[config.mk]
export PLATFORM = sky130hd
export DESIGN_NAME = aoi_audio_out
export DESIGN_NICKNAME = d
export VERILOG_FILES = /design/src/common/aoi_pkg.sv /design/src/rtl/aoi_audio_out.sv /design/src/rtl/aoi_word_buffer.sv /design/src/rtl/aoi_serializer.sv
export SDC_FILE = /design/constraint.sdc
export NUM_CORES = 1
export LEC_CHECK = 0
export BUFFER_PORTS_ARGS = -buffer_cell sky130_fd_sc_hd__buf_4
export CELL_PAD_IN_SITES_DETAIL_PLACEMENT = 1
export CELL_PAD_IN_SITES_GLOBAL_PLACEMENT = 2
export CORE_MARGIN = 1
export CORE_UTILIZATION = 45
export CTS_BUF_LIST = sky130_fd_sc_hd__clkbuf_16
export DETAILED_ROUTE_END_ITERATION = 10
export HOLD_SLACK_MARGIN = 0.12
export PLACE_DENSITY_LB_ADDON = 0.1
export RECOVER_POWER = 25
export SLEW_MARGIN = 20
export SYNTH_ARGS = -nofsm -noshare
export SYNTH_HDL_FRONTEND = slang
export SYNTH_SLANG_ARGS = --single-unit
[constraint.sdc]
create_clock -name mclk -period 8.37 [get_ports mclk]
set_input_delay 1.674 -clock mclk [delete_from_list [all_inputs] [get_ports mclk]]
set_output_delay 1.674 -clock mclk [all_outputs]
set_load 0.03 [all_outputs]
[src/common/aoi_pkg.sv]
// audio output interface: register map, field layouts and shared types
package aoi_pkg;

  // ==========================================================
  // register offsets
  localparam logic [7:0] AOI_FMT_ADDR   = 8'h9a;
  localparam logic [7:0] AOI_PATH_ADDR  = 8'h9b;
  localparam logic [7:0] AOI_STAT_ADDR  = 8'h9c;
  localparam logic [7:0] AOI_DATA_ADDR  = 8'h9d;

  // ==========================================================
  // reset values
  localparam logic [7:0] AOI_FMT_RESET  = 8'h08;
  localparam logic [7:0] AOI_PATH_RESET = 8'hb2;
  localparam logic [7:0] AOI_DATA_RESET = 8'hff;

  // ==========================================================
  // voice buffer geometry and thresholds
  localparam int         AOI_VOICE_DEPTH = 8;
  localparam logic [3:0] AOI_VOICE_FULL  = 4'h8;
  localparam logic [3:0] AOI_SAMPLE_REQUEST_FLAG_LEVEL  = 4'h4;
  localparam logic [7:0] AOI_LOW_FILL    = 8'h00;

  // ==========================================================
  // extra copies per sample, indexed by the duplication field
  localparam logic [2:0] AOI_DUP_EXTRA [4] = '{3'h0, 3'h1, 3'h3, 3'h5};

  // ==========================================================
  // master clock edges per bit clock half period, and last bit index of a slot
  localparam logic [2:0] AOI_HALF_256_16 = 3'h4;
  localparam logic [2:0] AOI_HALF_256_32 = 3'h2;
  localparam logic [2:0] AOI_HALF_384_16 = 3'h6;
  localparam logic [2:0] AOI_HALF_384_32 = 3'h3;
  localparam logic [4:0] AOI_SLOT_LAST_16 = 5'h0f;
  localparam logic [4:0] AOI_SLOT_LAST_32 = 5'h1f;

  // ==========================================================
  // register layouts
  typedef struct packed {
    logic [4:0] justification_field;
    logic       word_select_polarity;
    logic       frame_size_select;
    logic       master_rate_select;
  } aoi_fmt_type;

  typedef struct packed {
    logic       source_select;
    logic       decoded_request_enable;
    logic       sample_request_mask;
    logic       underrun_mask;
    logic       reserved;
    logic [1:0] duplication_factor;
    logic       interface_enable;
  } aoi_path_type;

  typedef struct packed {
    logic       wr;
    logic       rd;
    logic [7:0] addr;
    logic [7:0] wdata;
  } aoi_sfr_type;

  typedef struct packed {
    logic bit_clock_pin;
    logic word_select_pin;
    logic serial_data_pin;
  } aoi_serial_type;

endpackage

[src/rtl/aoi_audio_out.sv]
// audio output interface top: registers, voice buffer, source select
module aoi_audio_out (
  // clock and reset
  input  wire logic                  mclk,
  input  wire logic                  rst_n,
  // special function register port
  input  wire aoi_pkg::aoi_sfr_type  sfr,
  output logic [7:0]                 sfr_rdata,
  // interrupt
  input  wire logic                  global_audio_irq_enable,
  input  wire logic                  isr_entry,
  output logic                       audio_irq,
  // decoder word input
  input  wire logic                  dec_valid,
  input  wire logic [15:0]           dec_data,
  output logic                       dec_request,
  // master clock and dac pins
  input  wire logic                  pll_clk,
  output logic                       dac_system_clock_pin,
  output aoi_pkg::aoi_serial_type    dac_pins
);
  import aoi_pkg::*;

  typedef struct packed {
    aoi_fmt_type                         fmt;
    aoi_path_type                        path;
    logic [7:0]                          sample_reg;
    logic [AOI_VOICE_DEPTH-1:0][7:0]     vmem;
    logic [2:0]                          wp;
    logic [2:0]                          rp;
    logic [3:0]                          cnt;
    logic                                sample_request_flag;
    logic                                underrun_flag;
    logic                                buffer_full_flag;
    logic                                src_active;
    logic                                pending;
    logic                                have;
    logic [7:0]                          cur;
    logic [2:0]                          copies_left;
    logic                                side;
    logic                                clk_sync1;
    logic                                clk_sync2;
    logic                                clk_sync3;
    logic                                sys_clk;
    logic [7:0]                          rdata;
  } aoi_top_state_type;

  aoi_top_state_type st;
  aoi_top_state_type next_st;

  logic        en;
  logic        wr_data;
  logic        push;
  logic        pop;
  logic        src_now;
  logic        master_rise;
  logic        mp3_in_ready;
  logic        mp3_valid;
  logic [15:0] mp3_data;
  logic        mp3_ready;
  logic        mux_valid;
  logic [15:0] mux_data;
  logic        ob_in_ready;
  logic        ob_valid;
  logic [15:0] ob_data;
  logic        ser_ready;
  logic        voice_emit;

  // ==========================================================
  // decodes
  assign en          = st.path.interface_enable;
  assign wr_data     = sfr.wr & (sfr.addr == AOI_DATA_ADDR);
  assign push        = wr_data & en & (st.cnt != AOI_VOICE_FULL);
  assign pop         = en & st.path.source_select & !st.have & (st.cnt != 4'h0);
  assign master_rise = st.clk_sync2 & ~st.clk_sync3;
  assign voice_emit  = st.have & st.path.source_select & ob_in_ready;

  // ==========================================================
  // decoder buffer
  // request while room
  assign dec_request = mp3_in_ready & st.path.decoded_request_enable & en;

  aoi_word_buffer #(
    .WIDTH (16),
    .DEPTH (2)
  ) u_mp3_buffer (
    .mclk      (mclk),
    .rst_n     (rst_n),
    .flush     (!en),
    .in_valid  (dec_valid & dec_request),
    .in_data   (dec_data),
    .in_ready  (mp3_in_ready),
    .out_valid (mp3_valid),
    .out_data  (mp3_data),
    .out_ready (mp3_ready)
  );

  // ==========================================================
  // source select
  // source mux
  assign mux_valid = st.path.source_select ? st.have : mp3_valid;
  assign mux_data  = st.path.source_select ? {st.cur, AOI_LOW_FILL} : mp3_data;
  assign mp3_ready = !st.path.source_select & ob_in_ready;

  aoi_word_buffer #(
    .WIDTH (16),
    .DEPTH (2)
  ) u_out_buffer (
    .mclk      (mclk),
    .rst_n     (rst_n),
    .flush     (!en),
    .in_valid  (mux_valid),
    .in_data   (mux_data),
    .in_ready  (ob_in_ready),
    .out_valid (ob_valid),
    .out_data  (ob_data),
    .out_ready (ser_ready)
  );

  aoi_serializer u_serializer (
    .mclk        (mclk),
    .rst_n       (rst_n),
    .enable      (en),
    .fmt         (st.fmt),
    .master_rise (master_rise),
    .word_valid  (ob_valid),
    .word_data   (ob_data),
    .word_ready  (ser_ready),
    .pins        (dac_pins),
    .running     ()
  );

  // ==========================================================
  // outputs
  // global enable gate
  assign audio_irq            = st.pending & global_audio_irq_enable;
  assign dac_system_clock_pin = st.sys_clk;
  assign sfr_rdata            = st.rdata;

  // ==========================================================
  // next state
  always_comb begin
    next_st = st;
    src_now = 1'b0;

    // master clock synchroniser
    next_st.clk_sync1 = pll_clk;
    next_st.clk_sync2 = st.clk_sync1;
    next_st.clk_sync3 = st.clk_sync2;
    next_st.sys_clk   = en & st.clk_sync2;

    // register writes
    if (sfr.wr) begin
      if (sfr.addr == AOI_FMT_ADDR) begin
        next_st.fmt = aoi_fmt_type'(sfr.wdata);
      end else if (sfr.addr == AOI_PATH_ADDR) begin
        next_st.path          = aoi_path_type'(sfr.wdata);
        next_st.path.reserved = 1'b0;
      end else if (sfr.addr == AOI_DATA_ADDR) begin
        next_st.sample_reg = sfr.wdata;
      end
    end

    // register reads
    if (sfr.rd) begin
      if (sfr.addr == AOI_FMT_ADDR) begin
        next_st.rdata = st.fmt;
      end else if (sfr.addr == AOI_PATH_ADDR) begin
        next_st.rdata = st.path;
      end else if (sfr.addr == AOI_STAT_ADDR) begin
        next_st.rdata = {st.sample_request_flag, st.underrun_flag,
                         st.buffer_full_flag, 5'h00};
      end else if (sfr.addr == AOI_DATA_ADDR) begin
        next_st.rdata = st.sample_reg;
      end else begin
        next_st.rdata = 8'h00;
      end
    end

    // voice buffer
    if (push) begin
      next_st.vmem[st.wp] = sfr.wdata;
      next_st.wp          = st.wp + 3'h1;
    end
    if (pop) begin
      next_st.rp          = st.rp + 3'h1;
      next_st.cur         = st.vmem[st.rp];
      next_st.have        = 1'b1;
      next_st.side        = 1'b0;
      next_st.copies_left = AOI_DUP_EXTRA[st.path.duplication_factor];
    end
    next_st.cnt = st.cnt + {3'h0, push} - {3'h0, pop};

    // each copy goes out twice, left then right
    if (voice_emit) begin
      next_st.side = ~st.side;
      if (st.side) begin
        if (st.copies_left == 3'h0) begin
          next_st.have = 1'b0;
        end else begin
          next_st.copies_left = st.copies_left - 3'h1;
        end
      end
    end

    if (wr_data) begin
      next_st.sample_request_flag = 1'b0;
      next_st.underrun_flag       = 1'b0;
    end
    if (st.cnt == AOI_SAMPLE_REQUEST_FLAG_LEVEL && push && !pop) begin
      next_st.sample_request_flag = 1'b0;
    end
    if (st.cnt == AOI_SAMPLE_REQUEST_FLAG_LEVEL && pop && !push) begin
      next_st.sample_request_flag = 1'b1;
    end
    if (st.cnt == 4'h1 && pop && !push) begin
      next_st.underrun_flag = 1'b1;
    end
    next_st.buffer_full_flag = (next_st.cnt == AOI_VOICE_FULL);

    src_now = st.path.source_select &
              ((st.sample_request_flag & ~st.path.sample_request_mask) |
               (st.underrun_flag & ~st.path.underrun_mask));
    next_st.src_active = src_now;
    if (isr_entry) begin
      next_st.pending = 1'b0;
    end
    if (src_now && !st.src_active) begin
      next_st.pending = 1'b1;
    end

    if (!next_st.path.interface_enable) begin
      next_st.wp   = '0;
      next_st.rp   = '0;
      next_st.cnt  = '0;
      next_st.have = 1'b0;
      next_st.buffer_full_flag = 1'b0;
    end
  end

  always_ff @(posedge mclk or negedge rst_n) begin
    if (!rst_n) begin
      st            <= '0;
      st.fmt        <= aoi_fmt_type'(AOI_FMT_RESET);
      st.path       <= aoi_path_type'(AOI_PATH_RESET);
      st.sample_reg <= AOI_DATA_RESET;
    end else begin
      st <= next_st;
    end
  end

endmodule

[src/rtl/aoi_word_buffer.sv]
// small word fifo with valid and ready on both sides
module aoi_word_buffer #(
  parameter int WIDTH = 16,
  parameter int DEPTH = 2
) (
  // clock and reset
  input  wire logic             mclk,
  input  wire logic             rst_n,
  input  wire logic             flush,
  // fill side
  input  wire logic             in_valid,
  input  wire logic [WIDTH-1:0] in_data,
  output logic                  in_ready,
  // drain side
  output logic                  out_valid,
  output logic [WIDTH-1:0]      out_data,
  input  wire logic             out_ready
);
  import aoi_pkg::*;

  localparam int AW = (DEPTH > 1) ? $clog2(DEPTH) : 1;
  localparam logic [AW:0] FULL = (AW + 1)'(DEPTH);

  typedef struct packed {
    logic [DEPTH-1:0][WIDTH-1:0] mem;
    logic [AW-1:0]               wp;
    logic [AW-1:0]               rp;
    logic [AW:0]                 cnt;
  } aoi_buf_state_type;

  aoi_buf_state_type st;
  aoi_buf_state_type next_st;
  logic              push;
  logic              pop;

  // ==========================================================
  // handshakes
  assign in_ready  = (st.cnt != FULL);
  assign out_valid = (st.cnt != '0);
  assign out_data  = st.mem[st.rp];
  assign push      = in_valid & in_ready;
  assign pop       = out_valid & out_ready;

  // ==========================================================
  // next state
  always_comb begin
    next_st = st;
    if (push) begin
      next_st.mem[st.wp] = in_data;
      next_st.wp         = st.wp + 1'b1;
    end
    if (pop) begin
      next_st.rp = st.rp + 1'b1;
    end
    if (push && !pop) begin
      next_st.cnt = st.cnt + 1'b1;
    end else if (pop && !push) begin
      next_st.cnt = st.cnt - 1'b1;
    end
    if (flush) begin
      next_st.wp  = '0;
      next_st.rp  = '0;
      next_st.cnt = '0;
    end
  end

  always_ff @(posedge mclk or negedge rst_n) begin
    if (!rst_n) begin
      st <= '0;
    end else begin
      st <= next_st;
    end
  end

endmodule

[src/rtl/aoi_serializer.sv]
// bit clock, word select and serial data generator
module aoi_serializer (
  // clock and reset
  input  wire logic            mclk,
  input  wire logic            rst_n,
  // control
  input  wire logic            enable,
  input  wire aoi_pkg::aoi_fmt_type fmt,
  input  wire logic            master_rise,
  // word input
  input  wire logic            word_valid,
  input  wire logic [15:0]     word_data,
  output logic                 word_ready,
  // pins
  output aoi_pkg::aoi_serial_type pins,
  output logic                 running
);
  import aoi_pkg::*;

  typedef struct packed {
    logic           running;
    logic           side;
    logic [2:0]     half_cnt;
    logic [4:0]     bit_cnt;
    logic [15:0]    cur;
    logic [15:0]    prev;
    aoi_serial_type pins;
  } aoi_ser_state_type;

  aoi_ser_state_type st;
  aoi_ser_state_type next_st;
  logic [2:0]        half;
  logic [4:0]        slot_last;
  logic              fall;
  logic              slot_start;

  function automatic logic pick_bit(input logic [4:0] bc, input logic [4:0] just,
                                    input logic [4:0] last, input logic [15:0] cur,
                                    input logic [15:0] prev);
    logic [5:0] pos;
    logic [15:0] w;
    pos = 6'h00;
    w   = cur;
    if (bc >= just) begin
      pos = {1'b0, bc} - {1'b0, just};
    end else begin
      pos = {1'b0, bc} + {1'b0, last} + 6'h01 - {1'b0, just};
      w   = prev;
    end
    pick_bit = (pos < 6'h10) ? w[4'hf - pos[3:0]] : 1'b0;
  endfunction

  // ==========================================================
  // bit clock ratio from master rate and frame size
  // rate and frame size bits pick ratio
  always_comb begin
    if (fmt.master_rate_select) begin
      half = fmt.frame_size_select ? AOI_HALF_384_32 : AOI_HALF_384_16;
    end else begin
      half = fmt.frame_size_select ? AOI_HALF_256_32 : AOI_HALF_256_16;
    end
  end

  assign slot_last  = fmt.frame_size_select ? AOI_SLOT_LAST_32 : AOI_SLOT_LAST_16;
  assign fall       = st.running & master_rise & (st.half_cnt == half - 3'h1)
                      & st.pins.bit_clock_pin;
  assign slot_start = fall & (st.bit_cnt == slot_last);
  assign word_ready = enable & (!st.running | slot_start);
  assign pins       = st.pins;
  assign running    = st.running;

  // ==========================================================
  // next state
  always_comb begin
    next_st = st;
    if (!enable) begin
      next_st = '0;
    end else if (!st.running) begin
      if (word_valid) begin
        next_st.running  = 1'b1;
        next_st.cur      = word_data;
        next_st.prev     = '0;
        next_st.bit_cnt  = '0;
        next_st.side     = 1'b0;
        next_st.half_cnt = '0;
      end
    end else if (master_rise) begin
      if (st.half_cnt == half - 3'h1) begin
        next_st.half_cnt = '0;
        next_st.pins.bit_clock_pin = ~st.pins.bit_clock_pin;
        if (st.pins.bit_clock_pin) begin
          if (slot_start) begin
            next_st.bit_cnt = '0;
            next_st.side    = ~st.side;
            next_st.prev    = st.cur;
            next_st.cur     = word_valid ? word_data : 16'h0000;
          end else begin
            next_st.bit_cnt = st.bit_cnt + 5'h01;
          end
        end
      end else begin
        next_st.half_cnt = st.half_cnt + 3'h1;
      end
    end
    if (next_st.running) begin
      next_st.pins.word_select_pin = fmt.word_select_polarity ? ~next_st.side
                                                               : next_st.side;
      next_st.pins.serial_data_pin = pick_bit(next_st.bit_cnt, fmt.justification_field,
                                              slot_last, next_st.cur, next_st.prev);
    end
  end

  always_ff @(posedge mclk or negedge rst_n) begin
    if (!rst_n) begin
      st <= '0;
    end else begin
      st <= next_st;
    end
  end

endmodule

# ---- Word-level counts from Yosys, hierarchy flattened
# Index checks and enable logic that the tools add are counted.
dict set report word_totals {
  n_memories 0
  out_inout_bits 14
  elab_cells 277
  ff_bits 244
  latchBits 0
  rom_bits 0
  input_bits 40
  ramBits 0
}
dict set report classes {
  bitwise_logic 39
  n_div 0
  n_lt_le_gt_ge 13
  muxes 86
  reduce_logical 37
  shifts 0
  add_sub_neg 21
  multipliers 0
  n_eq_ne 26
}
# op count
set op_table {}
lappend op_table {{$mux 16} 10}
lappend op_table {{$mux 42} 2}
lappend op_table {{$bwmux 32} 2}
lappend op_table {{$bwmux 64} 1}
lappend op_table {{$mux 8} 8}
lappend op_table {{$mux 43} 1}
lappend op_table {{$mux 41} 1}
lappend op_table {{$mux 38} 1}
lappend op_table {{$mux 37} 1}
lappend op_table {{$demux 16 s1} 2}
lappend op_table {{$eq 8x8->1 const B} 4}
lappend op_table {{$mux 32} 1}
lappend op_table {{$mux 3} 10}
lappend op_table {{$and 1x1->1} 27}
lappend op_table {{$bmux 8 s3} 1}
lappend op_table {{$demux 8 s3} 1}
lappend op_table {{$mux 1} 24}
lappend op_table {{$ne 2x1->1 const B} 10}
lappend op_table {{$mux 9} 2}
lappend op_table {{$logic_and 1x1->1} 14}
lappend op_table {{$mux 2} 7}
lappend op_table {{$mux 13} 1}
lappend op_table {{$mux 4} 3}
lappend op_table {{$mux 6} 2}
lappend op_table {{other kinds (45)} 86}

# ---- Depth between registers and ports, before layout
dict set report logic_depth {
  word_depth 23
  depth_mapped 25
  depth_no_buf 24
}

# ---- Cells and area by module
# From an unflattened synthesis, not the netlist that was laid out.
dict set report hier_totals {
  hier_cells 1082
  area_unflattened_um2 12827.3
}
# mod cells_per_inst area_per_inst_um2 seq_area_each_um2 n_inst
set modules_own_cells {}
lappend modules_own_cells {aoi_audio_out 468 6179.7 3194.3 1}
lappend modules_own_cells {aoi_serializer 398 3407.0 1126.1 1}
lappend modules_own_cells {aoi_word_buffer 108 1620.3 900.9 2}

# ---- Least setup slack after synthesis
# OpenSTA, ideal clock, no wires.
dict set report synth_path {
  path_type {register to register}
  from {register, netlist name st[121]}
  to {register u_serializer.st, in the netlist u_serializer.pins[0]}
  period_less_slack_ns 4.191
  arrival_time_ns 4.070
  setup_slack_ns 4.179
  required_ns 8.249
  setup_ns 0.121
  path_stages_with_launch 24
  path_buffers 1
  cell_sequence {dfrtp_1 inv_1 ha_1 xnor2_1 and4_1 buf_2 nand2_1 nand2_1 o21ai_0 a21oi_1 nor2_1 ha_1 inv_1 fa_1 inv_1 ha_1 inv_1 fa_1 a221oi_1 a21oi_1 o211ai_1 nand2b_1 o21ai_0 a22o_1}
}
# item line_no
set synth_lines {}
lappend synth_lines {{to (signal assigned)} aoi_serializer.sv:117} ;# st <= next_st;
lappend synth_lines {{to (decl)} aoi_serializer.sv:30} ;# aoi_ser_state_type st;

==> run summary <==
The run finished, with violations left. The final reports fail on design-rule violations. The worst hold path terminates at next_st[9]$_DFF_PN0_.

The final period utilization is 0.587. TritonCTS built the clock tree. The critical path goes through inv_1, ha_1, xnor2_1, and4_1, nand2_1, nand2_1, o221a_2, nor3_1, ha_1, fa_1, ha_1, nor2b_1, a221oi_1, a21oi_1, o211ai_1, nand2b_1, o21ai_0, a22o_1. 54 I/O pins were placed.

The data required time at the worst endpoint is 8.80 ns. Using the TritonRoute via totals, the vias-per-cell ratio works out to around 5.7. The worst-case clock skew came out at approximately 0.01 ns. The fraction of the core area covered by cells at the end of the flow came out at 0.518.

The global-route usage over all layers is 0.225. In this run the worst path has a maximum fanout of 8. The via count of the first global-routing pass is between 8000 and 9000. The global placer's final weighted congestion is a little over 0.8.

The count of warnings emitted by yosys is 0. The clock passes through at most 3 buffers. The number of filler cells placed in the layout came out at between 2000 and 3000. STA classifies the critical path endpoint as a flop. The post-synthesis cell count came out at ~1100.

The number of setup buffers added after CTS is 0. The portion of synthesized area spent on multiplexers is 0.193. The number of flops mapped to enable cells by yosys is 0. For this run, the register share of the synthesized area comes to 0.502. The number of flip-flops and latches in the synthesized netlist came out at between 200 and 250. Setup repair after global routing left no endpoint under its margin. The initial antenna violation count came out at 2.

Summed over all nets, the half-perimeter wirelength after detailed placement is 20.2 mm. In this run the critical register-to-register path is captured at u_serializer.pins[0]$_DFFE_PN0P_. The hold path startpoint is next_st[10]$_DFF_PN0_. Entering global routing, the biggest net connects ~110 pins. The area fraction in compound gates after synthesis came out at 0.117. The number of nets in the layout came out at 1162. The count of TritonRoute iterations in the first routing pass came out at 7. Of the total synthesized cell area, the portion taken by XOR and XNOR cells is 0.0144. The number of nets with antenna violations after detailed routing came out at 0.

The clock tree root driver cell is sky130_fd_sc_hd__clkbuf_16. Setup violations remaining at the end of the flow were counted as 0. The number of placed instances, taps included came out at 1394. The wire length of the first global-routing pass came out at about 50 mm. The count of hold-fix buffers inserted at cts is 0. The die height is 167 um.

The setup slack on the worst flop-to-flop path came out at 3.46 ns. Of the post-synthesis cell area, the dominant cell type holds 0.474. The die outline area came out at between 20000 and 30000 sq um. The cell with the largest stage delay on the worst path is sky130_fd_sc_hd__nor3_1. The clock transition at the register clock pins on the worst setup and hold paths after CTS came out at around 0.060 ns. The routed wire length per instance is a little over 20 um. The routed design has 29.9 mm of wire. The chip width came out at about 170 um.

The number of vias after detailed routing came out at about 8300. The number of cells on the worst reg-to-reg path came out at 18. The count of endpoints failing hold in the final timing report is 0. The net count after synthesis is roughly 1100. Power spread over the standard cell area amounts to around 190 nW/um^2.

The min-delay analysis places its worst path in the category flop to flop. The arrival time of data at the critical path endpoint is ~5.3 ns. The initial core utilization is 0.463. Counting every sink on the clock net gives 244.

The final critical path time including I/O delays and setup is 4.91 ns. The relative max-transition margin is 0.102. The post-synthesis adder-cell area fraction is 0.0376. For this run, the slowest stage of the critical path takes ~0.44 ns. The completed layout was analyzed and its total power is around 0.0025 W.

After synthesis, the largest family of logic cells by area is multiplexers. Of the cells placed in the final design, the portion with a size suffix greater than 1 is 0.257. The leakage power is a little over 6 nW.

Ranked by total cell area, the synthesized netlist is headed by sky130_fd_sc_hd__dfrtp_1, sky130_fd_sc_hd__mux2_2, sky130_fd_sc_hd__mux2i_1, sky130_fd_sc_hd__mux4_2, sky130_fd_sc_hd__dfstp_2. The maximum achievable frequency is just over 200 MHz. The post-synthesis simple-gate area fraction is 0.0980. The number of distinct library cells after synthesis is between 60 and 70. The critical path's most frequent cell is sky130_fd_sc_hd__ha_1. In the synthesized netlist the dominant register cell turns out to be sky130_fd_sc_hd__dfrtp_1. Of all cell types, the one taking the most synthesized area is sky130_fd_sc_hd__dfrtp_1. The quantity of gates resized following cts is 0. The CTS buffer count is 28. The summed instance area of the synthesized netlist is 12200 sq um.

The startpoint of the lowest-slack register-to-register path is st[121]$_DFFE_PN0P_. The worst voltage drop across the vdd grid came out at 0.142 mV. The number of pins exceeding their max-slew limit in the final report was 0. The number of standard cells in the final layout excluding fillers is between 1000 and 1500. For this run, asynchronously set or reset flops after synthesis account for 1.00. The worst hold path passes through 0 cells.

The kind of critical path is flop to flop. For the pin with the worst max-slew slack, the measured transition is between 1 and 1.5 ns. The max-cap check violation count came out at 0. The first routing iteration left 453 violations. The final routed DRC violation total is 4.

The worst setup path is launched from a flop. The maximum level of the CTS H-tree is 1. The area inside the core boundary is 26400 sq um. The source-to-sink clock delay at the later pin of the worst-skew pair is ~0.54 ns.

The total overflow reported by the global router came out at 0. The synthesized area divided by synthesized cell count is 11.4 sq um. The area overhead of the layout relative to synthesis came out at 11.9%. The number of rows in the core area came out at 59.

The setup total negative slack is 0 ns. The number of port buffers is 53.
## sequential cells by signal, indices dropped and copies added (netlist names)
signal and cells:
st 115, u_serializer.st 41, dac_system_clock_pin 1, u_serializer.running 1, sfr_rdata 8, next_st 2, u_serializer.pins 3, en 1
u_out_buffer.st 36, u_mp3_buffer.st 36
## cells in the final DEF, fill, tap and decap left out, drive strengths merged, types with 7 or more instances in the layout
master	count
clkinv	10
nand3	12
a211oi	15
mux4	16
dfrtp	231
o211ai	8
a22o	22
nand2	75
mux2i	41
nor2b	9
mux2	140
and3	7
ha	27
inv	40
a221oi	9
a31oi	11
buf	60
xnor2	14
clkbuf	32
nor3	10
a21oi	63
nor2	90
dfstp	13
o21ai	45
and2	12
## kinds of logic after synthesis
family	Yosys count
flops	244
simple gates	248
xor+xnor	20
mux	197
fa+ha+maj	33
compound gates	219
buf+inv	110
## through the flow
stage | cell area, sq um | worst slack [ns] | hold WS (ns)
final | 13600 | 3.46 | 0.428
after global routing | 13600 | 3.07 | 0.461
after CTS | 13700 | 3.46 | 0.435
after detailed placement | 12800 | 3.14 | 0.427
after global placement | 12800 | 3.22 | 0.403
after floorplan | 12200 | 4.18 | 0.331
## power breakdown
part	internal [W]	switching [W]
sequential	0.00119	0.0000112
combinational	0.0000468	0.0000901
clock	0.000709	0.000474
## layout make-up
| type | count | area [sq um] | share of cell area |
|---|---|---|---|
| well taps | 335 | 419 | 0.0307 |
| clock buffers | 29 | 726 | 0.0532 |
| clock inverters | 19 | 158 | 0.0116 |
| flip-flops and latches | 244 | 6120 | 0.449 |
| multi-input cells | 717 | 5620 | 0.412 |
| repair buffers | 63 | 473 | 0.0347 |
| diodes | 1 | 2.50 | 0.000183 |
| inverters | 35 | 131 | 0.00963 |
## worst max-delay path by stage
stage	from	endpoint	slack, ns
floorplan	st[121]$_DFFE_PN0P_	u_serializer.pins[0]$_DFFE_PN0P_	4.18
global placement	sfr[14]	st[27]$_DFF_PN0_	3.22
detailed placement	sfr[14]	st[27]$_DFF_PN0_	3.14
CTS	st[121]$_DFFE_PN0P_	u_serializer.pins[0]$_DFFE_PN0P_	3.46
global route	en$_DFF_PN0_	u_serializer.pins[0]$_DFFE_PN0P_	3.07
finish	st[121]$_DFFE_PN0P_	u_serializer.pins[0]$_DFFE_PN0P_	3.46
## critical path: cells and delay by family, from the launching register on
family,cells,cell delay (ns)
AO/OA/AOI/OAI,6,1.24
adder cells (fa/ha/maj),4,1.39
AND/OR/NAND/NOR,6,1.51
buffers and inverters,1,0.09
flip-flops,1,0.41
XOR/XNOR,1,0.17
## layer usage
layer / share of wire / wire length, um / global-route usage
met2: 0.47 / 13900 / 0.363
met5: 0 / 0 / 0
met1: 0.48 / 14400 / 0.327
met3: 0.036 / 1070 / 0.0292
met4: 0.015 / 444 / 0.0443
## synthesized netlist by cell type, drive strengths merged (5+ instances only)
| library cell | instances |
|---|---|
| a211oi | 15 |
| a21o | 5 |
| a21oi | 63 |
| a221oi | 9 |
| a22o | 22 |
| a22oi | 6 |
| a31oi | 11 |
| and2 | 12 |
| and3 | 7 |
| buf | 30 |
| clkbuf | 45 |
| dfrtp | 231 |
| dfstp | 13 |
| fa | 6 |
| ha | 27 |
| inv | 33 |
| mux2 | 140 |
| mux2i | 41 |
| mux4 | 16 |
| nand2 | 75 |
| nand2b | 5 |
| nand3 | 12 |
| nor2 | 90 |
| nor2b | 9 |
| nor3 | 10 |
| nor3b | 6 |
| o211ai | 8 |
| o21a | 6 |
| o21ai | 45 |
| o22ai | 6 |
| or3 | 5 |
| xnor2 | 14 |
| xor2 | 6 |
(Power assumes the default switching activity.)
